## config.mk

```make
export PLATFORM = sky130hd
export DESIGN_NAME = gcr_bank_ctrl
export DESIGN_NICKNAME = d
export VERILOG_FILES = /design/src/rtl/gcr_pkg.sv /design/src/rtl/gcr_bank_ctrl.sv
export SDC_FILE = /design/constraint.sdc
export NUM_CORES = 1
export LEC_CHECK = 0
export BUFFER_PORTS_ARGS = -buffer_cell sky130_fd_sc_hd__buf_2
export CORE_MARGIN = 2
export CORE_UTILIZATION = 50
export CTS_CLUSTER_SIZE = 24
export DETAILED_ROUTE_END_ITERATION = 8
export PLACE_DENSITY = 0.67
export SLEW_MARGIN = 20
export SYNTH_ARGS = -nofsm -noshare
export SYNTH_HDL_FRONTEND = slang
export SYNTH_SLANG_ARGS = --single-unit
```

## constraint.sdc

```tcl
create_clock -name CLK_SYS -period 9.1 [get_ports CLK_SYS]
set_clock_uncertainty 0.2 [all_clocks]
set_input_delay 0.455 -clock CLK_SYS [delete_from_list [all_inputs] [get_ports CLK_SYS]]
set_output_delay 0.455 -clock CLK_SYS [all_outputs]
set_load 0.1 [all_outputs]
```

## src/rtl/gcr_pkg.sv

```systemverilog
package gcr_pkg;

   // -------------------------------------------------------------------
   // Register map (byte addresses, one word each)
   // -------------------------------------------------------------------
   localparam logic [11:0] OFS_SYSCONFIG  = 12'h010;
   localparam logic [11:0] OFS_SYSSTATUS  = 12'h014;
   localparam logic [11:0] OFS_EVT_STATUS = 12'h018;
   localparam logic [11:0] OFS_EVT_ENABLE = 12'h01C;
   localparam logic [11:0] OFS_CTRL       = 12'h030;
   localparam logic [11:0] OFS_DATAIN     = 12'h038;
   localparam logic [11:0] OFS_MODE       = 12'h040;
   localparam logic [11:0] OFS_DEBOUNCE   = 12'h050;

   // -------------------------------------------------------------------
   // Field positions
   // -------------------------------------------------------------------
   localparam int SC_AUTOIDLE_BIT    = 0;
   localparam int SC_SOFT_RESET_BIT  = 1;
   localparam int SC_WAKEUP_ALLOW    = 2;
   localparam int SC_IDLE_POLICY_LO  = 3;
   localparam int SS_RESET_DONE_BIT  = 0;
   localparam int CTRL_MODULE_GATE   = 0;
   localparam int MODE_ACK_BIT       = 4;
   localparam int MODE_WAKE_BIT      = 5;
   localparam int MODE_DB_PEND_BIT   = 6;

   // -------------------------------------------------------------------
   // Reset values and counts
   // -------------------------------------------------------------------
   localparam logic [1:0]  IDLE_POLICY_RST = 2'h0;
   localparam logic [7:0]  DEBOUNCE_RST    = 8'h00;
   localparam logic [3:0]  RESET_CYCLES    = 4'h8;

   // Idle policy encodings
   typedef enum logic [1:0] {
      GCR_POL_FORCE = 2'b00,
      GCR_POL_NONE  = 2'b01,
      GCR_POL_SMART = 2'b10,
      GCR_POL_RSVD  = 2'b11
   } gcr_policy_t;

   // Operating modes
   typedef enum logic [2:0] {
      GCR_ACTIVE,
      GCR_IDLE,
      GCR_INACTIVE,
      GCR_DISABLED
   } gcr_mode_t;

endpackage : gcr_pkg
```

## src/rtl/gcr_bank_ctrl.sv

```systemverilog
module gcr_bank_ctrl #(
   parameter int PINS = 32
) (
   // Clock and reset
   input  wire logic              CLK_SYS,
   input  wire logic              SYS_RST,
   input  wire logic              ALWAYS_ON_DOMAIN_RESET_N,
   // Debounce clock and pins
   input  wire logic              DEBOUNCE_CLOCK_IN,
   input  wire logic [PINS-1:0]   PIN_IN,
   // Power manager sideband
   input  wire logic              IDLE_REQUEST,
   input  wire logic              BANK_CLOCK_ENABLE,
   output logic                   IDLE_ACK,
   output logic                   WAKEUP_REQUEST_OUT,
   // APB slave
   input  wire logic              PSEL,
   input  wire logic              PENABLE,
   input  wire logic              PWRITE,
   input  wire logic [11:0]       PADDR,
   input  wire logic [31:0]       PWDATA,
   output logic      [31:0]       PRDATA,
   output logic                   PREADY,
   output logic                   PSLVERR
);

   // Elaboration check: the read path holds at most one word of pins
   if (PINS < 1 || PINS > 32) begin : g_bad_pins
      $error("gcr_bank_ctrl: PINS must be 1..32");
   end

   // -------------------------------------------------------------------
   // Synchronisers for pins and sideband
   // -------------------------------------------------------------------
   logic [PINS-1:0] pin_s1, pin_s2;
   logic [3:0]      sb_s1, sb_s2;
   logic            dbclk_d;
   always_ff @(posedge CLK_SYS) begin
      pin_s1 <= PIN_IN;
      pin_s2 <= pin_s1;
      sb_s1  <= {ALWAYS_ON_DOMAIN_RESET_N, DEBOUNCE_CLOCK_IN, IDLE_REQUEST, BANK_CLOCK_ENABLE};
      sb_s2  <= sb_s1;
      dbclk_d <= sb_s2[2];
   end

   logic hw_rst, idle_req, clk_en, db_tick;
   assign hw_rst   = SYS_RST | ~sb_s2[3];
   assign idle_req = sb_s2[1];
   assign clk_en   = sb_s2[0];
   assign db_tick  = sb_s2[2] & ~dbclk_d;          // rising edge of debounce clock

   // -------------------------------------------------------------------
   // Reset sequencing
   // -------------------------------------------------------------------
   logic [3:0] rst_cnt;
   logic       soft_active;
   logic       reset_done;
   logic       in_reset;
   logic       apb_wr, apb_rd_setup;
   assign in_reset     = (rst_cnt != 4'h0);
   assign apb_wr       = PSEL & PENABLE & PWRITE;
   assign apb_rd_setup = PSEL & ~PENABLE & ~PWRITE;

   // Counter survives its own soft reset so the sequence can finish
   always_ff @(posedge CLK_SYS) begin
      if (hw_rst) begin
         rst_cnt     <= gcr_pkg::RESET_CYCLES;
         soft_active <= 1'b0;
      end else if (apb_wr && PADDR == gcr_pkg::OFS_SYSCONFIG
                   && PWDATA[gcr_pkg::SC_SOFT_RESET_BIT] && !in_reset) begin
         rst_cnt     <= gcr_pkg::RESET_CYCLES;
         soft_active <= 1'b1;
      end else if (in_reset) begin
         rst_cnt     <= rst_cnt - 4'h1;
         if (rst_cnt == 4'h1) soft_active <= 1'b0;
      end
   end

   // Flag follows the sequence one cycle late, still high in the first cycle of a soft reset
   always_ff @(posedge CLK_SYS) begin
      if (hw_rst) reset_done <= 1'b0;
      else        reset_done <= ~in_reset;
   end

   logic lrst;
   assign lrst = hw_rst | in_reset;                // same effect as hardware reset

   // -------------------------------------------------------------------
   // Configuration registers
   // -------------------------------------------------------------------
   logic                     autoidle, wake_allow, module_gate;
   gcr_pkg::gcr_policy_t     policy;
   logic [PINS-1:0]          evt_enable;
   logic [7:0]               db_time, db_live;
   logic                     db_pend;

   always_ff @(posedge CLK_SYS) begin
      if (lrst) begin
         autoidle    <= 1'b0;
         wake_allow  <= 1'b0;
         policy      <= gcr_pkg::gcr_policy_t'(gcr_pkg::IDLE_POLICY_RST);
         module_gate <= 1'b0;
         evt_enable  <= '0;
         db_time     <= gcr_pkg::DEBOUNCE_RST;
      end else if (apb_wr) begin
         unique case (PADDR)
            gcr_pkg::OFS_SYSCONFIG: begin
               autoidle   <= PWDATA[gcr_pkg::SC_AUTOIDLE_BIT];
               wake_allow <= PWDATA[gcr_pkg::SC_WAKEUP_ALLOW];
               policy     <= gcr_pkg::gcr_policy_t'(
                                PWDATA[gcr_pkg::SC_IDLE_POLICY_LO +: 2]);
            end
            gcr_pkg::OFS_CTRL:       module_gate <= PWDATA[gcr_pkg::CTRL_MODULE_GATE];
            gcr_pkg::OFS_EVT_ENABLE: evt_enable  <= PWDATA[PINS-1:0];
            gcr_pkg::OFS_DEBOUNCE:   db_time     <= PWDATA[7:0];
            default: ;
         endcase
      end
   end

   // Debounce time crosses to the filter only on a tick; pending until then
   always_ff @(posedge CLK_SYS) begin
      if (lrst) begin
         db_live <= gcr_pkg::DEBOUNCE_RST;
         db_pend <= 1'b0;
      end else if (apb_wr && PADDR == gcr_pkg::OFS_DEBOUNCE) begin
         db_pend <= 1'b1;
      end else if (db_tick) begin
         db_live <= db_time;
         db_pend <= 1'b0;
      end
   end

   // -------------------------------------------------------------------
   // Mode machine and local clock gating
   // -------------------------------------------------------------------
   gcr_pkg::gcr_mode_t mode, next_mode;
   logic run_en, filt_en;
   logic [PINS-1:0] filt, datain, evt_status, edge_hit;
   logic capture_done, status_clear;

   // Filter runs in active and idle only; idle keeps it alive for wake-up detection
   assign run_en  = (mode == gcr_pkg::GCR_ACTIVE);
   assign filt_en = (mode == gcr_pkg::GCR_ACTIVE) || (mode == gcr_pkg::GCR_IDLE);
   assign capture_done = (datain == filt);

   always_comb begin
      next_mode = mode;
      unique case (mode)
         gcr_pkg::GCR_ACTIVE: begin
            if (module_gate) next_mode = gcr_pkg::GCR_DISABLED;
            else if (idle_req) begin
               if (policy == gcr_pkg::GCR_POL_SMART && capture_done
                   && evt_status == '0 && !db_pend)
                  next_mode = gcr_pkg::GCR_IDLE;
               else if (policy == gcr_pkg::GCR_POL_FORCE)
                  next_mode = gcr_pkg::GCR_INACTIVE;
            end
         end
         gcr_pkg::GCR_IDLE, gcr_pkg::GCR_INACTIVE: begin
            if (!idle_req && clk_en) next_mode = gcr_pkg::GCR_ACTIVE;
         end
         gcr_pkg::GCR_DISABLED: begin
            if (!module_gate) next_mode = gcr_pkg::GCR_ACTIVE;
         end
         default: next_mode = gcr_pkg::GCR_ACTIVE;
      endcase
   end

   always_ff @(posedge CLK_SYS) begin
      if (lrst) mode <= gcr_pkg::GCR_ACTIVE;
      else      mode <= next_mode;
   end

   // -------------------------------------------------------------------
   // Debounce filter, one stability counter per pin
   // -------------------------------------------------------------------
   logic [7:0] stab [PINS];
   always_ff @(posedge CLK_SYS) begin
      if (lrst) begin
         filt <= '0;
         for (int i = 0; i < PINS; i++) stab[i] <= 8'h00;
      end else if (db_tick && filt_en) begin       // no tick means blocked
         for (int i = 0; i < PINS; i++) begin
            if (pin_s2[i] == filt[i]) stab[i] <= 8'h00;
            else if (stab[i] >= db_live) begin
               filt[i] <= pin_s2[i];
               stab[i] <= 8'h00;
            end else stab[i] <= stab[i] + 8'h01;
         end
      end
   end

   // Capture only while running; edge detection in active and idle
   logic [PINS-1:0] filt_prev;
   always_ff @(posedge CLK_SYS) begin
      if (lrst) begin
         datain    <= '0;
         filt_prev <= '0;
      end else if (filt_en) begin
         if (run_en) datain <= filt;
         filt_prev <= filt;
      end
   end
   assign edge_hit = (filt ^ filt_prev) & evt_enable;

   // Event status: set wins over a same-cycle clear
   assign status_clear = apb_wr && PADDR == gcr_pkg::OFS_EVT_STATUS;
   always_ff @(posedge CLK_SYS) begin
      if (lrst) evt_status <= '0;
      else begin
         evt_status <= (evt_status & ~(status_clear ? PWDATA[PINS-1:0] : '0))
                       | (run_en ? edge_hit : '0);
      end
   end

   // -------------------------------------------------------------------
   // Sideband outputs
   // -------------------------------------------------------------------
   always_ff @(posedge CLK_SYS) begin
      if (lrst) begin
         IDLE_ACK           <= 1'b0;
         WAKEUP_REQUEST_OUT <= 1'b0;
      end else begin
         IDLE_ACK <= (next_mode == gcr_pkg::GCR_IDLE)
                   || (next_mode == gcr_pkg::GCR_INACTIVE);
         if (mode != gcr_pkg::GCR_IDLE) WAKEUP_REQUEST_OUT <= 1'b0;
         else if (wake_allow && edge_hit != '0)
            WAKEUP_REQUEST_OUT <= 1'b1;
      end
   end

   // -------------------------------------------------------------------
   // APB read path: sampled in setup, valid through access
   // -------------------------------------------------------------------
   logic [31:0] rd_word;
   logic        rd_hit;
   always_comb begin
      rd_word = 32'h0000_0000;
      rd_hit  = 1'b1;
      unique case (PADDR)
         gcr_pkg::OFS_SYSCONFIG: begin
            rd_word[gcr_pkg::SC_AUTOIDLE_BIT]        = autoidle;
            rd_word[gcr_pkg::SC_SOFT_RESET_BIT]      = soft_active;
            rd_word[gcr_pkg::SC_WAKEUP_ALLOW]        = wake_allow;
            rd_word[gcr_pkg::SC_IDLE_POLICY_LO +: 2] = policy;
         end
         gcr_pkg::OFS_SYSSTATUS:  rd_word[gcr_pkg::SS_RESET_DONE_BIT] = reset_done;
         gcr_pkg::OFS_EVT_STATUS: rd_word[PINS-1:0] = evt_status;
         gcr_pkg::OFS_EVT_ENABLE: rd_word[PINS-1:0] = evt_enable;
         gcr_pkg::OFS_CTRL:       rd_word[gcr_pkg::CTRL_MODULE_GATE] = module_gate;
         gcr_pkg::OFS_DATAIN:     rd_word[PINS-1:0] = datain;
         gcr_pkg::OFS_DEBOUNCE:   rd_word[7:0] = db_time;
         gcr_pkg::OFS_MODE: begin
            rd_word[2:0]                        = mode;
            rd_word[gcr_pkg::MODE_ACK_BIT]      = IDLE_ACK;
            rd_word[gcr_pkg::MODE_WAKE_BIT]     = WAKEUP_REQUEST_OUT;
            rd_word[gcr_pkg::MODE_DB_PEND_BIT]  = db_pend;
         end
         default: rd_hit = 1'b0;
      endcase
   end

   logic rd_err;
   always_ff @(posedge CLK_SYS) begin
      if (SYS_RST) begin
         PRDATA <= 32'h0000_0000;
         rd_err <= 1'b0;
      end else if (PSEL && !PENABLE) begin
         PRDATA <= apb_rd_setup ? rd_word : 32'h0000_0000;
         rd_err <= ~rd_hit;
      end
   end

   // Zero wait states; unmapped addresses answer with an error
   assign PREADY  = 1'b1;
   assign PSLVERR = PSEL & PENABLE & rd_err;
endmodule : gcr_bank_ctrl

```

* Word-level counts from Yosys, hierarchy flattened
Memories as Yosys holds them, arrays and structs flattened. Index checks and enable logic that the tools add are counted. Widths: inputs -> output; s select.
Cells by class: add/subtract/negate cells 33, mux-type cells 569, equality and inequality tests 49, bitwise logic cells 148, reductions and logical operators 69, magnitude comparators 32
Operator list (count):
- $mux 8 | 96
- $mux 1 | 456
- $add 8x1->8 const B | 32
- $ge 8x8->1 | 32
- $or 1x1->1 | 98
- $mux 32 | 3
- $reduce_and 3->1 | 32
- $pmux 24 s3 | 1
- $and 32x32->32 | 2
- $eq 12x5->1 const B | 4
- $not 1->1 | 39
- $eq 1x1->1 | 32
- $eq 32x32->1 | 1
- $logic_not 32->1 | 1
- $not 32->32 | 1
- $or 32x32->32 | 1
- $reduce_bool 32->1 | 1
- $xor 32x32->32 | 1
- $eq 12x6->1 const B | 2
- $eq 12x7->1 const B | 2
- $mux 3 | 6
- $reduce_and 2->1 | 7
- $logic_and 1x1->1 | 12
- $pmux 2 s6 | 1
- 21 further kinds | 37
Word-level totals: bits in writable memories 256, register bits after elaboration 299, word-level logic and storage cells 957, output and inout port bits 36, memories kept 1
Memories:
- stab | words 32, bits a word 8, rd ports 32, clocked after memory_dff 0, wr ports 32, RTL line gcr_bank_ctrl.sv:178 | logic [7:0] stab [PINS];

* Depth between registers and ports, before layout
Gate-level depths: netlist of the first run.
word-level depth 10, depth in mapped cells 10

* Worst setup path before layout of the first run
Ideal clock, no wire load.
kind flip-flop to flip-flop, start register rst_cnt[0], end memory stab[0][0], enable pin, slack 1142 ps, clock period less this slack 7958 ps, arrival time 5809 ps, stages on the path, launching flop included 9, path through dfxtp_1 inv_1 ha_1 nor3b_2 nand2_1 inv_1 buf_2 buf_1 nand2_1
RTL lines:
- start: declaration | RTL line gcr_bank_ctrl.sv:55 | logic [3:0] rst_cnt;
- start signal: assignment | RTL line gcr_bank_ctrl.sv:67 | rst_cnt <= gcr_pkg::RESET_CYCLES;
- start signal: assignment | RTL line gcr_bank_ctrl.sv:71 | rst_cnt <= gcr_pkg::RESET_CYCLES;
- start signal: assignment | RTL line gcr_bank_ctrl.sv:74 | rst_cnt <= rst_cnt - 4'h1;
- end: declaration | RTL line gcr_bank_ctrl.sv:178

==> results.md, run 1 <==
- Starting Density: 50.4%
- Slowest CP cell: buf_4
- Reg2Reg Capture Point: stab[1][5]$_SDFFCE_PN0P_
- Clock-pin slew on the worst setup and hold paths: 0.06 ns
- Root Buffer Master: clkbuf_16
- Global Route Usage Sum: 25.3%
- IO Count: 121
- #FFs+latches synth: 555
- Avg Cell Area, Syn: 10.1 sq um
- Placed cell count: 3,753
- Hold Vio Cnt, Final: 0
- Vias in the first global route: 22,681
- Number of flops mapped to enable cells by yosys: 256
- DIE AREA: 0.0612 sq mm
- Reg-to-reg startpoint: mode[2]$_SDFF_PP0_
- # nets final: 3,488
- Synthesis warning total: 0
- Grt ovf: 0
- Finish-stage setup viols: 0
- Max Clock Freq: 0.219 GHz
- Routability cong.: 0.889
- Hold Crit Class: in2reg
- Crit-path cells: or2_1 -> buf_4 -> or2_2 -> buf_4 -> nand2_4 -> buf_4 -> buf_4
- Mapped Area: 0.0296 sq mm
- Antenna violations before repair: 0
- Total CTS buffers: 61
- Unrepaired setup endpoints after global routing: false
- DRC violations left: 0
- Rows: 89
- Post-synth ARST share: 0%
- Buffer depth of the longest clock path: 3
- R2r worst-path depth: 7
- Latest clock arrival within the worst-skew pair: 0.63 ns
- Core area: 0.0588 sq mm
- Die Height: 247 um
- DR pass1 iterations: 6
- Iter 0 DRT Violations: 2,105
- Yosys cell types: 62
- Syn nets: 3,320
- Startpoint types: flop
- Worst vdd ir: 0.175 mV
- Largest net degree at the start of global routing: 82
- Number of port buffers: 119
- Main synth FF type: dfxtp_1
- Placed wire-length estimate: 51,400 um
- Crit-path max FO: 69
- Slew Viols, Final: 0
- Area growth, synth to finish: 13.9%
- Final critical-path share of the clock period: 50.2%
- WHS Endpoint: policy[0]$_SDFFE_PP0P_
- Worst slew margin: 36.3%
- PnR worst setup slack: 4.53 ns
- Antenna Cells: 0
- Max-cap check violation count: 0
- Wirelength per Cell: 19.8 um
- Worst EP arrival: 4.61 ns
- Worst R2R Setup Slack: 4.53 ns
- CTS tree: built
- Total power: 5.49 mW
- CTS Sinks: 555
- Remaining antenna violation count: 0
- Post-Route WL: 77,900 um
- Post_cts resized: 0
- Vias per cell: 5.87
- Top cell by count, worst path: buf_4
- Layout cells sized above 1: 8.85%
- Power Density: 163 mW/mm^2
- Final min period: 4.57 ns
- Tightest Pin Transition: 0.950 ns
- Status: complete, no violations
- H-tree depth: 2
- Leak: 13.0 nW
- First-pass GRT wire length: 123,000 um
- Die Wd: 247 um
- Post-Synthesis Cells: 2,945
- Hold path depth: 4
- Hold Crit Start: PADDR[5]
- Non-Filler Instances: 3,938
- Setup TNS: 0 ns
- Crit path kind: reg2reg
- Slowest Stage Delay on Critical Path: 0.82 ns
- Pre-CTS setup slack: 4.56 ns
- Required @ worst endpoint: 9.14 ns
- Critical Path Sink Type: flop
- Via Count: 23,126
- Seq/Total Area, Yosys: 46.2%
layout by cell type (no fill, tap or decap), types with 16 or more instances in the layout:
cell type | netlist | routed
nand3_1 | 181 | 181
nor2_1 | 170 | 167
buf_2 | 22 | 119
and3_1 | 61 | 61
mux2i_1 | 55 | 55
buf_4 | 6 | 27
nor3_1 | 231 | 230
a222oi_1 | 29 | 29
dlygate4sd3_1 | 0 | 70
clkbuf_16 | 0 | 68
ha_1 | 290 | 290
edfxtp_1 | 256 | 256
nor3b_1 | 31 | 31
inv_1 | 50 | 42
a21o_1 | 32 | 32
a21oi_1 | 151 | 151
dfxtp_1 | 299 | 298
o21ai_1 | 21 | 21
xor2_1 | 208 | 208
a32oi_1 | 32 | 32
nand4_1 | 17 | 17
xnor2_1 | 83 | 83
a31oi_1 | 32 | 32
nand2b_1 | 36 | 36
a22oi_1 | 17 | 17
o21a_1 | 65 | 65
a2111o_1 | 32 | 32
nand2_1 | 374 | 371
clkbuf_1 | 79 | 16
worst max-delay path by stage:
stage	cells after the start	startpoint	to	slack, ns
3_3_place_gp	7	mode[1]$_SDFF_PP0_	stab[1][17]$_SDFFCE_PP0P_	4.65
5_1_grt	7	mode[2]$_SDFF_PP0_	stab[1][7]$_SDFFCE_PN0P_	4.32
2_1_floorplan	8	rst_cnt[0]$_SDFFE_PP0N_	stab[0][0]$_SDFFCE_PN0P_	1.14
4_1_cts	7	mode[1]$_SDFF_PP0_	stab[0][106]$_SDFFCE_PN0P_	4.54
3_5_place_dp	7	mode[1]$_SDFF_PP0_	stab[1][4]$_SDFFCE_PN0P_	4.56
6_report	7	mode[2]$_SDFF_PP0_	stab[1][5]$_SDFFCE_PN0P_	4.53
cell usage after synthesis, types with 17 or more instances:
master,number,area [sq um]
nand2_1,374,1400
dfxtp_1,299,5990
ha_1,290,3630
edfxtp_1,256,7690
nor3_1,231,1160
xor2_1,208,1820
nand3_1,181,906
nor2_1,170,638
a21oi_1,151,756
xnor2_1,83,727
clkbuf_1,79,297
o21a_1,65,488
and3_1,61,382
mux2i_1,55,551
inv_1,50,188
nand2b_1,36,225
a2111o_1,32,360
a21o_1,32,240
a31oi_1,32,200
a32oi_1,32,280
nor3b_1,31,233
a222oi_1,29,290
buf_2,22,110
o21ai_1,21,105
a22oi_1,17,128
nand4_1,17,106
timing repair:
item,in CTS,in global routing
hold endpoints to repair,117,0
hold buffers,70,0
setup buffers,0,0
critical path, delay by kind of cell (launching register included):
family | cells | cell delay [ns]
flip-flops | 1 | 0.39
buffers and inverters | 4 | 2.10
AND/OR/NAND/NOR | 3 | 1.37
power by group:
part,switching [mW],internal (mW)
clock network,1.04,1.49
registers,0.0435,2.64
logic,0.168,0.119
total,1.25,4.25
stage by stage:
step / cell area [sq um] / hold WS [ns] / utilization [%]
after CTS: 33700 / 0.00256 / 57.3
after global routing: 33700 / 0.0576 / 57.4
final: 33700 / 0.0449 / 57.4
after global placement: 30900 / 0.112 / 52.6
after floorplan: 29600 / 0.110 / -
after detailed placement: 30900 / 0.112 / 52.6
flip-flops by register name, summed over array words and instances, names as in the netlist, 2 cells and up:
signal,cells
filt,32
stab,256
PRDATA,32
evt_status,32
policy,2
filt_prev,32
rst_cnt,4
pin_s1,32
sb_s1,4
datain,32
db_live,8
evt_enable,32
mode,3
db_time,8
sb_s2,4
pin_s2,32
per-layer routing:
metal / global-route usage (%) / share of wire [%] / up-vias / wire length, um
met1: 34.7 / 44 / 11152 / 34300
met2: 40.7 / 45 / 774 / 35400
met3: 4.41 / 7.6 / 133 / 5940
met4: 8.47 / 2.9 / 0 / 2250
li1: - / - / 11067 / -
met5: 0 / 0 / - / 0
cell type report:
type | count | area (sq um)
fill | 5024 | 25100
multi-input combinational | 2228 | 15300
inverter | 50 | 188
timing repair buffer | 217 | 1510
clock buffer | 98 | 1950
tap | 773 | 967
clock inverter | 17 | 120
sequential | 555 | 13700
logic make-up (layout without fill, tap and decap cells):
family / Yosys count / after routing / share of synthesized area (%)
XOR/XNOR: 291 / 291 / 8.61
AND/OR/NAND/NOR: 1143 / 1143 / 18.3
buffers and inverters: 162 / 382 / 2.25
multiplexers: 58 / 58 / 1.97
flip-flops: 555 / 555 / 46.2
adder cells (fa/ha/maj): 290 / 290 / 12.3
other: 2 / 2 / 0.0254
AO/OA/AOI/OAI: 444 / 444 / 10.4
No activity file was read; power rests on OpenSTA's default activity.
==> run 2: changes to the inputs <==
--- a/config.mk
+++ b/config.mk
@@ -5,6 +5,7 @@
 export SDC_FILE = /design/constraint.sdc
 export NUM_CORES = 1
 export LEC_CHECK = 0
+export ABC_AREA = 1
 export BUFFER_PORTS_ARGS = -buffer_cell sky130_fd_sc_hd__buf_2
 export CORE_MARGIN = 2
 export CORE_UTILIZATION = 50
==> constraint.sdc (replaced) <==
create_clock -name CLK_SYS -period 4.4 [get_ports CLK_SYS]
set_clock_uncertainty 0.2 [all_clocks]
set_input_delay 0.22 -clock CLK_SYS [delete_from_list [all_inputs] [get_ports CLK_SYS]]
set_output_delay 0.22 -clock CLK_SYS [all_outputs]
set_load 0.1 [all_outputs]
==> results.md, run 2 <==
- Vias in the first global route: 23,111
- Avg Cell Area, Syn: 8.89 sq um
- Biggest register: stab
- Final min period: 4.20 ns
- Seq/Total Area, Yosys: 44.5%
- Final Instance Area: 0.0352 sq mm
- Power Density: 317 mW/mm^2
- Routability cong.: 0.875
- Leak: 14.8 nW
- Latest clock arrival within the worst-skew pair: 0.64 ns
- Rows: 90
- Max-cap check violation count: 0
- Cts hold-fix bufs: 96
- Seq. cell area: 0.0137 sq mm
- Hold path depth: 2
- Fillcell total: 5,387
- PnR worst setup slack: 0.203 ns
- Post-CTS repair timing setup buffer count: 0
- Post_cts resized: 0
- Status: complete, no violations
- Cell with the most instances after synthesis: nand2_1
- Cell Area, Placed: 0.0322 sq mm
- Largest register FFs: 256
- Area growth, synth to finish: 14.4%
- IO Count: 121
- Clock-pin slew on the worst setup and hold paths: 0.06 ns
- Synthesis warning total: 0
- Mapped Area: 0.0308 sq mm
- Tightest Pin Transition: 1.02 ns
- Main synth FF type: dfxtp_1
- Reg-to-reg startpoint: rst_cnt[0]$_SDFFE_PP0N_
- Reg2Reg Capture Point: module_gate$_SDFFE_PP0P_
- Post-Route WL: 77,300 um
- CP Launch Point: rst_cnt[0]$_SDFFE_PP0N_
- Yosys cell types: 47
- Wirelength per Cell: 17.1 um
- Iter 0 DRT Violations: 1,724
- Worst vdd ir: 0.303 mV
- Setup TNS: 0 ns
- Required @ worst endpoint: 4.79 ns
- Total CTS buffers: 60
- Starting Density: 50.8%
- Post-Synthesis Cells: 3,460
- Synth top area share: 25.0%
- Critical Path Sink Type: flop
- Most common cell after layout, fill and taps aside: nand2_1
- Dominant cells by area after synthesis: edfxtp_1, dfxtp_1, ha_1
- First-pass GRT wire length: 123,000 um
- Die Wd: 252 um
- Most frequent cells in the layout: nand2_1, nor2_1, a21oi_1
- Vias per cell: 5.36
- Area leader, netlist: edfxtp_1
- Largest net degree at the start of global routing: 85
- Hold slack: 0.0228 ns
- Core area: 0.0606 sq mm
- H-tree depth: 2
- Die Height: 252 um
- Final core utilization: 58.1%
- CTS Sinks: 555
- DIE AREA: 0.0635 sq mm
- Pre-CTS setup slack: 1.18 ns
- Max Clock Freq: 0.238 GHz
- Buffer depth of the longest clock path: 3
- Worst EP arrival: 4.58 ns
- Grt ovf: 0
- Slew Viols, Final: 0
- Area taken by multi-input logic gates: 0.0153 sq mm
- Root Buffer Master: clkbuf_16
- Finish-stage setup viols: 0
- Critical Path Sink: module_gate$_SDFFE_PP0P_
- Crit-path max FO: 84
- Placed wire-length estimate: 52,200 um
- R2r worst-path depth: 12
- Number of flops mapped to enable cells by yosys: 256
- DR pass1 iterations: 5
- Via Count: 24,242
- #FFs+latches synth: 555
- Remaining antenna violation count: 0
- Hold Crit Class: in2reg
- DRC violations left: 0
- Post-synth ARST share: 0%
- Startpoint types: flop
- Hold Vio Cnt, Final: 0
- Crit path kind: reg2reg
- Layout cells sized above 1: 10.6%
- Worst R2R Setup Slack: 0.20 ns
- Post-synth top cells: nand2_1, nor2_1, a21oi_1
- Syn nets: 3,835
- Unrepaired setup endpoints after global routing: false
- # nets final: 4,063
- Final critical-path share of the clock period: 95.4%
- CTS tree: built
- Antenna violations before repair: 2
- Number of port buffers: 119
- Global Route Usage Sum: 24.4%
- Worst slew margin: 32.1%
-- run 2: final cells by class --
cell class	instances	area share (%)
clock buffers	96	5.20
flip-flops and latches	555	38.9
multi-input cells	2457	43.6
diodes	1	0.00712
inverters	369	3.95
well taps	782	2.78
clock inverters	16	0.391
repair buffers	245	5.21
-- run 2: per-stage QoR --
stage	cells	total power, mW
after floorplan	3460	5.97
after global placement	4312	6.14
after detailed placement	4312	6.15
after CTS	4520	11.2
after global routing	4521	11.5
final	4521	11.2
-- run 2: cells by family after synthesis --
family | Yosys count | share of synthesized area, %
other | 2 | 0.0244
flip-flops | 555 | 44.5
AND/OR/NAND/NOR | 1316 | 20.9
AO/OA/AOI/OAI | 661 | 11.5
adder cells (fa/ha/maj) | 290 | 11.8
multiplexers | 20 | 0.732
XOR/XNOR | 168 | 4.78
buffers and inverters | 448 | 5.80
-- run 2: worst max-delay path, cell delays in order (launching register included) --
cell and delay (ns):
dfxtp_1 0.33, inv_1 0.08, ha_1 0.20, nand2_4 0.09, nor2_8 0.13, inv_4 0.06, nor2_8 0.11, buf_4 0.59
buf_4 0.79, o21ai_0 0.19, dlygate4sd3_1 0.60, a21oi_1 0.10, dlygate4sd3_1 0.55
-- run 2: routing by layer --
metal  up-vias  wire (um)  share of wire, %  GRT usage, %
met2       668      33600                44          38.0
met4         2       2340               3.0          7.79
met3       131       5060               6.5          3.92
met1     11218      36200                47          34.7
met5         -         13             0.017             0
li1      12223          -                 -             -
-- run 2: worst min path at each step --
stage	slack, ns	end	start
final	0.02	pin_s1[24]$_DFF_P_	PIN_IN[24]
after CTS	0.006	pin_s1[16]$_DFF_P_	PIN_IN[16]
after floorplan	0.05	pin_s1[0]$_DFF_P_	PIN_IN[0]
after global routing	0.02	pin_s1[9]$_DFF_P_	PIN_IN[9]
after global placement	0.11	pin_s2[30]$_DFF_P_	pin_s1[30]$_DFF_P_
after detailed placement	0.11	pin_s2[19]$_DFF_P_	pin_s1[19]$_DFF_P_
-- run 2: where the power goes --
group	leakage [nW]	switching [mW]	internal [mW]
Combinational	8.28	0.334	0.246
Clock	0.977	2.14	2.91
Sequential	5.57	0.0797	5.45
==> run 3: changes to the inputs <==
--- a/config.mk
+++ b/config.mk
@@ -6,7 +6,7 @@
 export NUM_CORES = 1
 export LEC_CHECK = 0
 export ABC_AREA = 1
-export BUFFER_PORTS_ARGS = -buffer_cell sky130_fd_sc_hd__buf_2
+export BUFFER_PORTS_ARGS = -buffer_cell sky130_fd_sc_hd__buf_4
 export CORE_MARGIN = 2
 export CORE_UTILIZATION = 50
 export CTS_CLUSTER_SIZE = 24
==> results.md, run 3 (synthesis gave the netlist of run 2 again) <==
- Worst vdd ir: 0.302 mV
- Final min period: 3.44 ns
- Max Clock Freq: 0.290 GHz
- Max-cap check violation count: 0
- Finish-stage setup viols: 0
- Vias per cell: 5.31
- Core area: 0.0606 sq mm
- Layout cells sized above 1: 10.6%
- Post-Route WL: 75,900 um
- Most frequent cells in the layout: nand2_1, nor2_1, a21oi_1
- DIE AREA: 0.0635 sq mm
- Routability cong.: 0.878
- Critical Path Sink Type: flop
- Most common cell after layout, fill and taps aside: nand2_1
- Biggest register: stab
- Reg-to-reg startpoint: rst_cnt[0]$_SDFFE_PP0N_
- Die Wd: 252 um
- Worst R2R Setup Slack: 0.96 ns
- Unrepaired setup endpoints after global routing: false
- DRC violations left: 0
- Total power: 11.4 mW
- DR pass1 iterations: 5
- WHS Endpoint: sb_s1[1]$_DFF_P_
- Buffer depth of the longest clock path: 3
- Wirelength per Cell: 16.9 um
- Grt ovf: 0
- CTS tree: built
- Antenna violations before repair: 0
- Cell Area, Placed: 0.0325 sq mm
- Vias in the first global route: 22,555
- Latest clock arrival within the worst-skew pair: 0.64 ns
- Placed wire-length estimate: 51,400 um
- R2r worst-path depth: 11
- Hold Vio Cnt, Final: 0
- Starting Density: 50.8%
- Worst EP arrival: 3.82 ns
- Worst slew margin: 29.5%
- Leak: 14.8 nW
- Hold Crit Class: in2reg
- Seq. cell area: 0.0137 sq mm
- H-tree depth: 2
- Antenna Cells: 0
- Rows: 90
- Largest net degree at the start of global routing: 124
- Fillcell total: 5,342
- Die Height: 252 um
- Crit-path max FO: 123
- Via Count: 23,896
- CTS Sinks: 555
- Final critical-path share of the clock period: 78.2%
- IO Count: 121
- Global Route Usage Sum: 23.9%
- Tightest Pin Transition: 1.06 ns
- Non-Filler Instances: 4,497
- Number of port buffers: 119
- Iter 0 DRT Violations: 1,468
- # nets final: 4,041
- Slew Viols, Final: 0
- Area taken by multi-input logic gates: 0.0153 sq mm
- Hold Crit Start: IDLE_REQUEST
- Setup TNS: 0 ns
- Largest register FFs: 256
- Placed cell count: 4,305
- Final Instance Area: 0.0354 sq mm
- Crit path kind: reg2reg
- Area growth, synth to finish: 15.0%
- Total CTS buffers: 60
- Root Buffer Master: clkbuf_16
- Power Density: 323 mW/mm^2
- Startpoint types: flop
- Remaining antenna violation count: 0
- Hold path depth: 2
- Required @ worst endpoint: 4.77 ns
- Status: complete, no violations
- First-pass GRT wire length: 121,000 um
- Clock-pin slew on the worst setup and hold paths: 0.06 ns
- Reg2Reg Capture Point: module_gate$_SDFFE_PP0P_
-- run 3: layer usage --
layer	vias up	track usage, %	part of all wire (%)
met5	-	0	0
met4	0	6.73	2.2
met3	100	2.94	5.3
met2	573	38.4	44
met1	11038	34.0	48
li1	12185	-	-
-- run 3: worst max-delay path by stage --
stage | start | end | slack (ns)
6_report | rst_cnt[0]$_SDFFE_PP0N_ | module_gate$_SDFFE_PP0P_ | 0.96
5_1_grt | rst_cnt[0]$_SDFFE_PP0N_ | module_gate$_SDFFE_PP0P_ | 0.71
4_1_cts | rst_cnt[0]$_SDFFE_PP0N_ | module_gate$_SDFFE_PP0P_ | 0.98
3_5_place_dp | db_live[5]$_SDFFE_PP0P_ | stab[0][60]$_SDFFCE_PN0P_ | 1.11
3_3_place_gp | db_live[5]$_SDFFE_PP0P_ | stab[0][59]$_SDFFCE_PN0P_ | 1.16
2_1_floorplan | rst_cnt[0]$_SDFFE_PP0N_ | stab[0][0]$_SDFFCE_PN0P_ | 0.79
-- run 3: final cells by class --
| cell class | count | area share (%) |
|---|---|---|
| Sequential cell | 555 | 38.7 |
| Clock inverter | 36 | 1.06 |
| Timing Repair Buffer | 223 | 5.45 |
| Clock buffer | 75 | 4.79 |
| Inverter | 369 | 3.92 |
| Tap cell | 782 | 2.77 |
| Multi-Input combinational cell | 2457 | 43.3 |
-- run 3: through the flow --
| step | worst slack [ns] | hold slack [ns] | utilization, % |
|---|---|---|---|
| 3_3_place_gp | 1.16 | 0.110 | 53.6 |
| 4_1_cts | 0.984 | 0.000505 | 58.4 |
| 2_1_floorplan | 0.787 | 0.0477 | - |
| 6_report | 0.958 | 0.0261 | 58.4 |
| 5_1_grt | 0.712 | 0.0195 | 58.4 |
| 3_5_place_dp | 1.11 | 0.112 | 53.6 |
-- run 3: timing repair --
| action | CTS | global route |
|---|---|---|
| buffers inserted | 0 | 0 |
| resized for setup | 0 | 0 |
| hold buffers | 81 | 0 |
| hold endpoints to repair | 151 | 0 |
-- run 3: worst max-delay path: stages, from the launching register on --
cell and delay [ns]:
dfxtp_1 0.33, inv_1 0.08, ha_1 0.20, nand2_4 0.09
nor2_8 0.13, inv_4 0.06, nor2_8 0.36, buf_12 0.45
o21ai_0 0.17, dlygate4sd3_1 0.59, a21oi_1 0.10, dlygate4sd3_1 0.56
-- run 3: report_power, final --
group / total, mW / internal, mW / switching (mW)
Clock: 5.28 / 3.13 / 2.16
Sequential: 5.53 / 5.45 / 0.0810
Combinational: 0.590 / 0.258 / 0.332
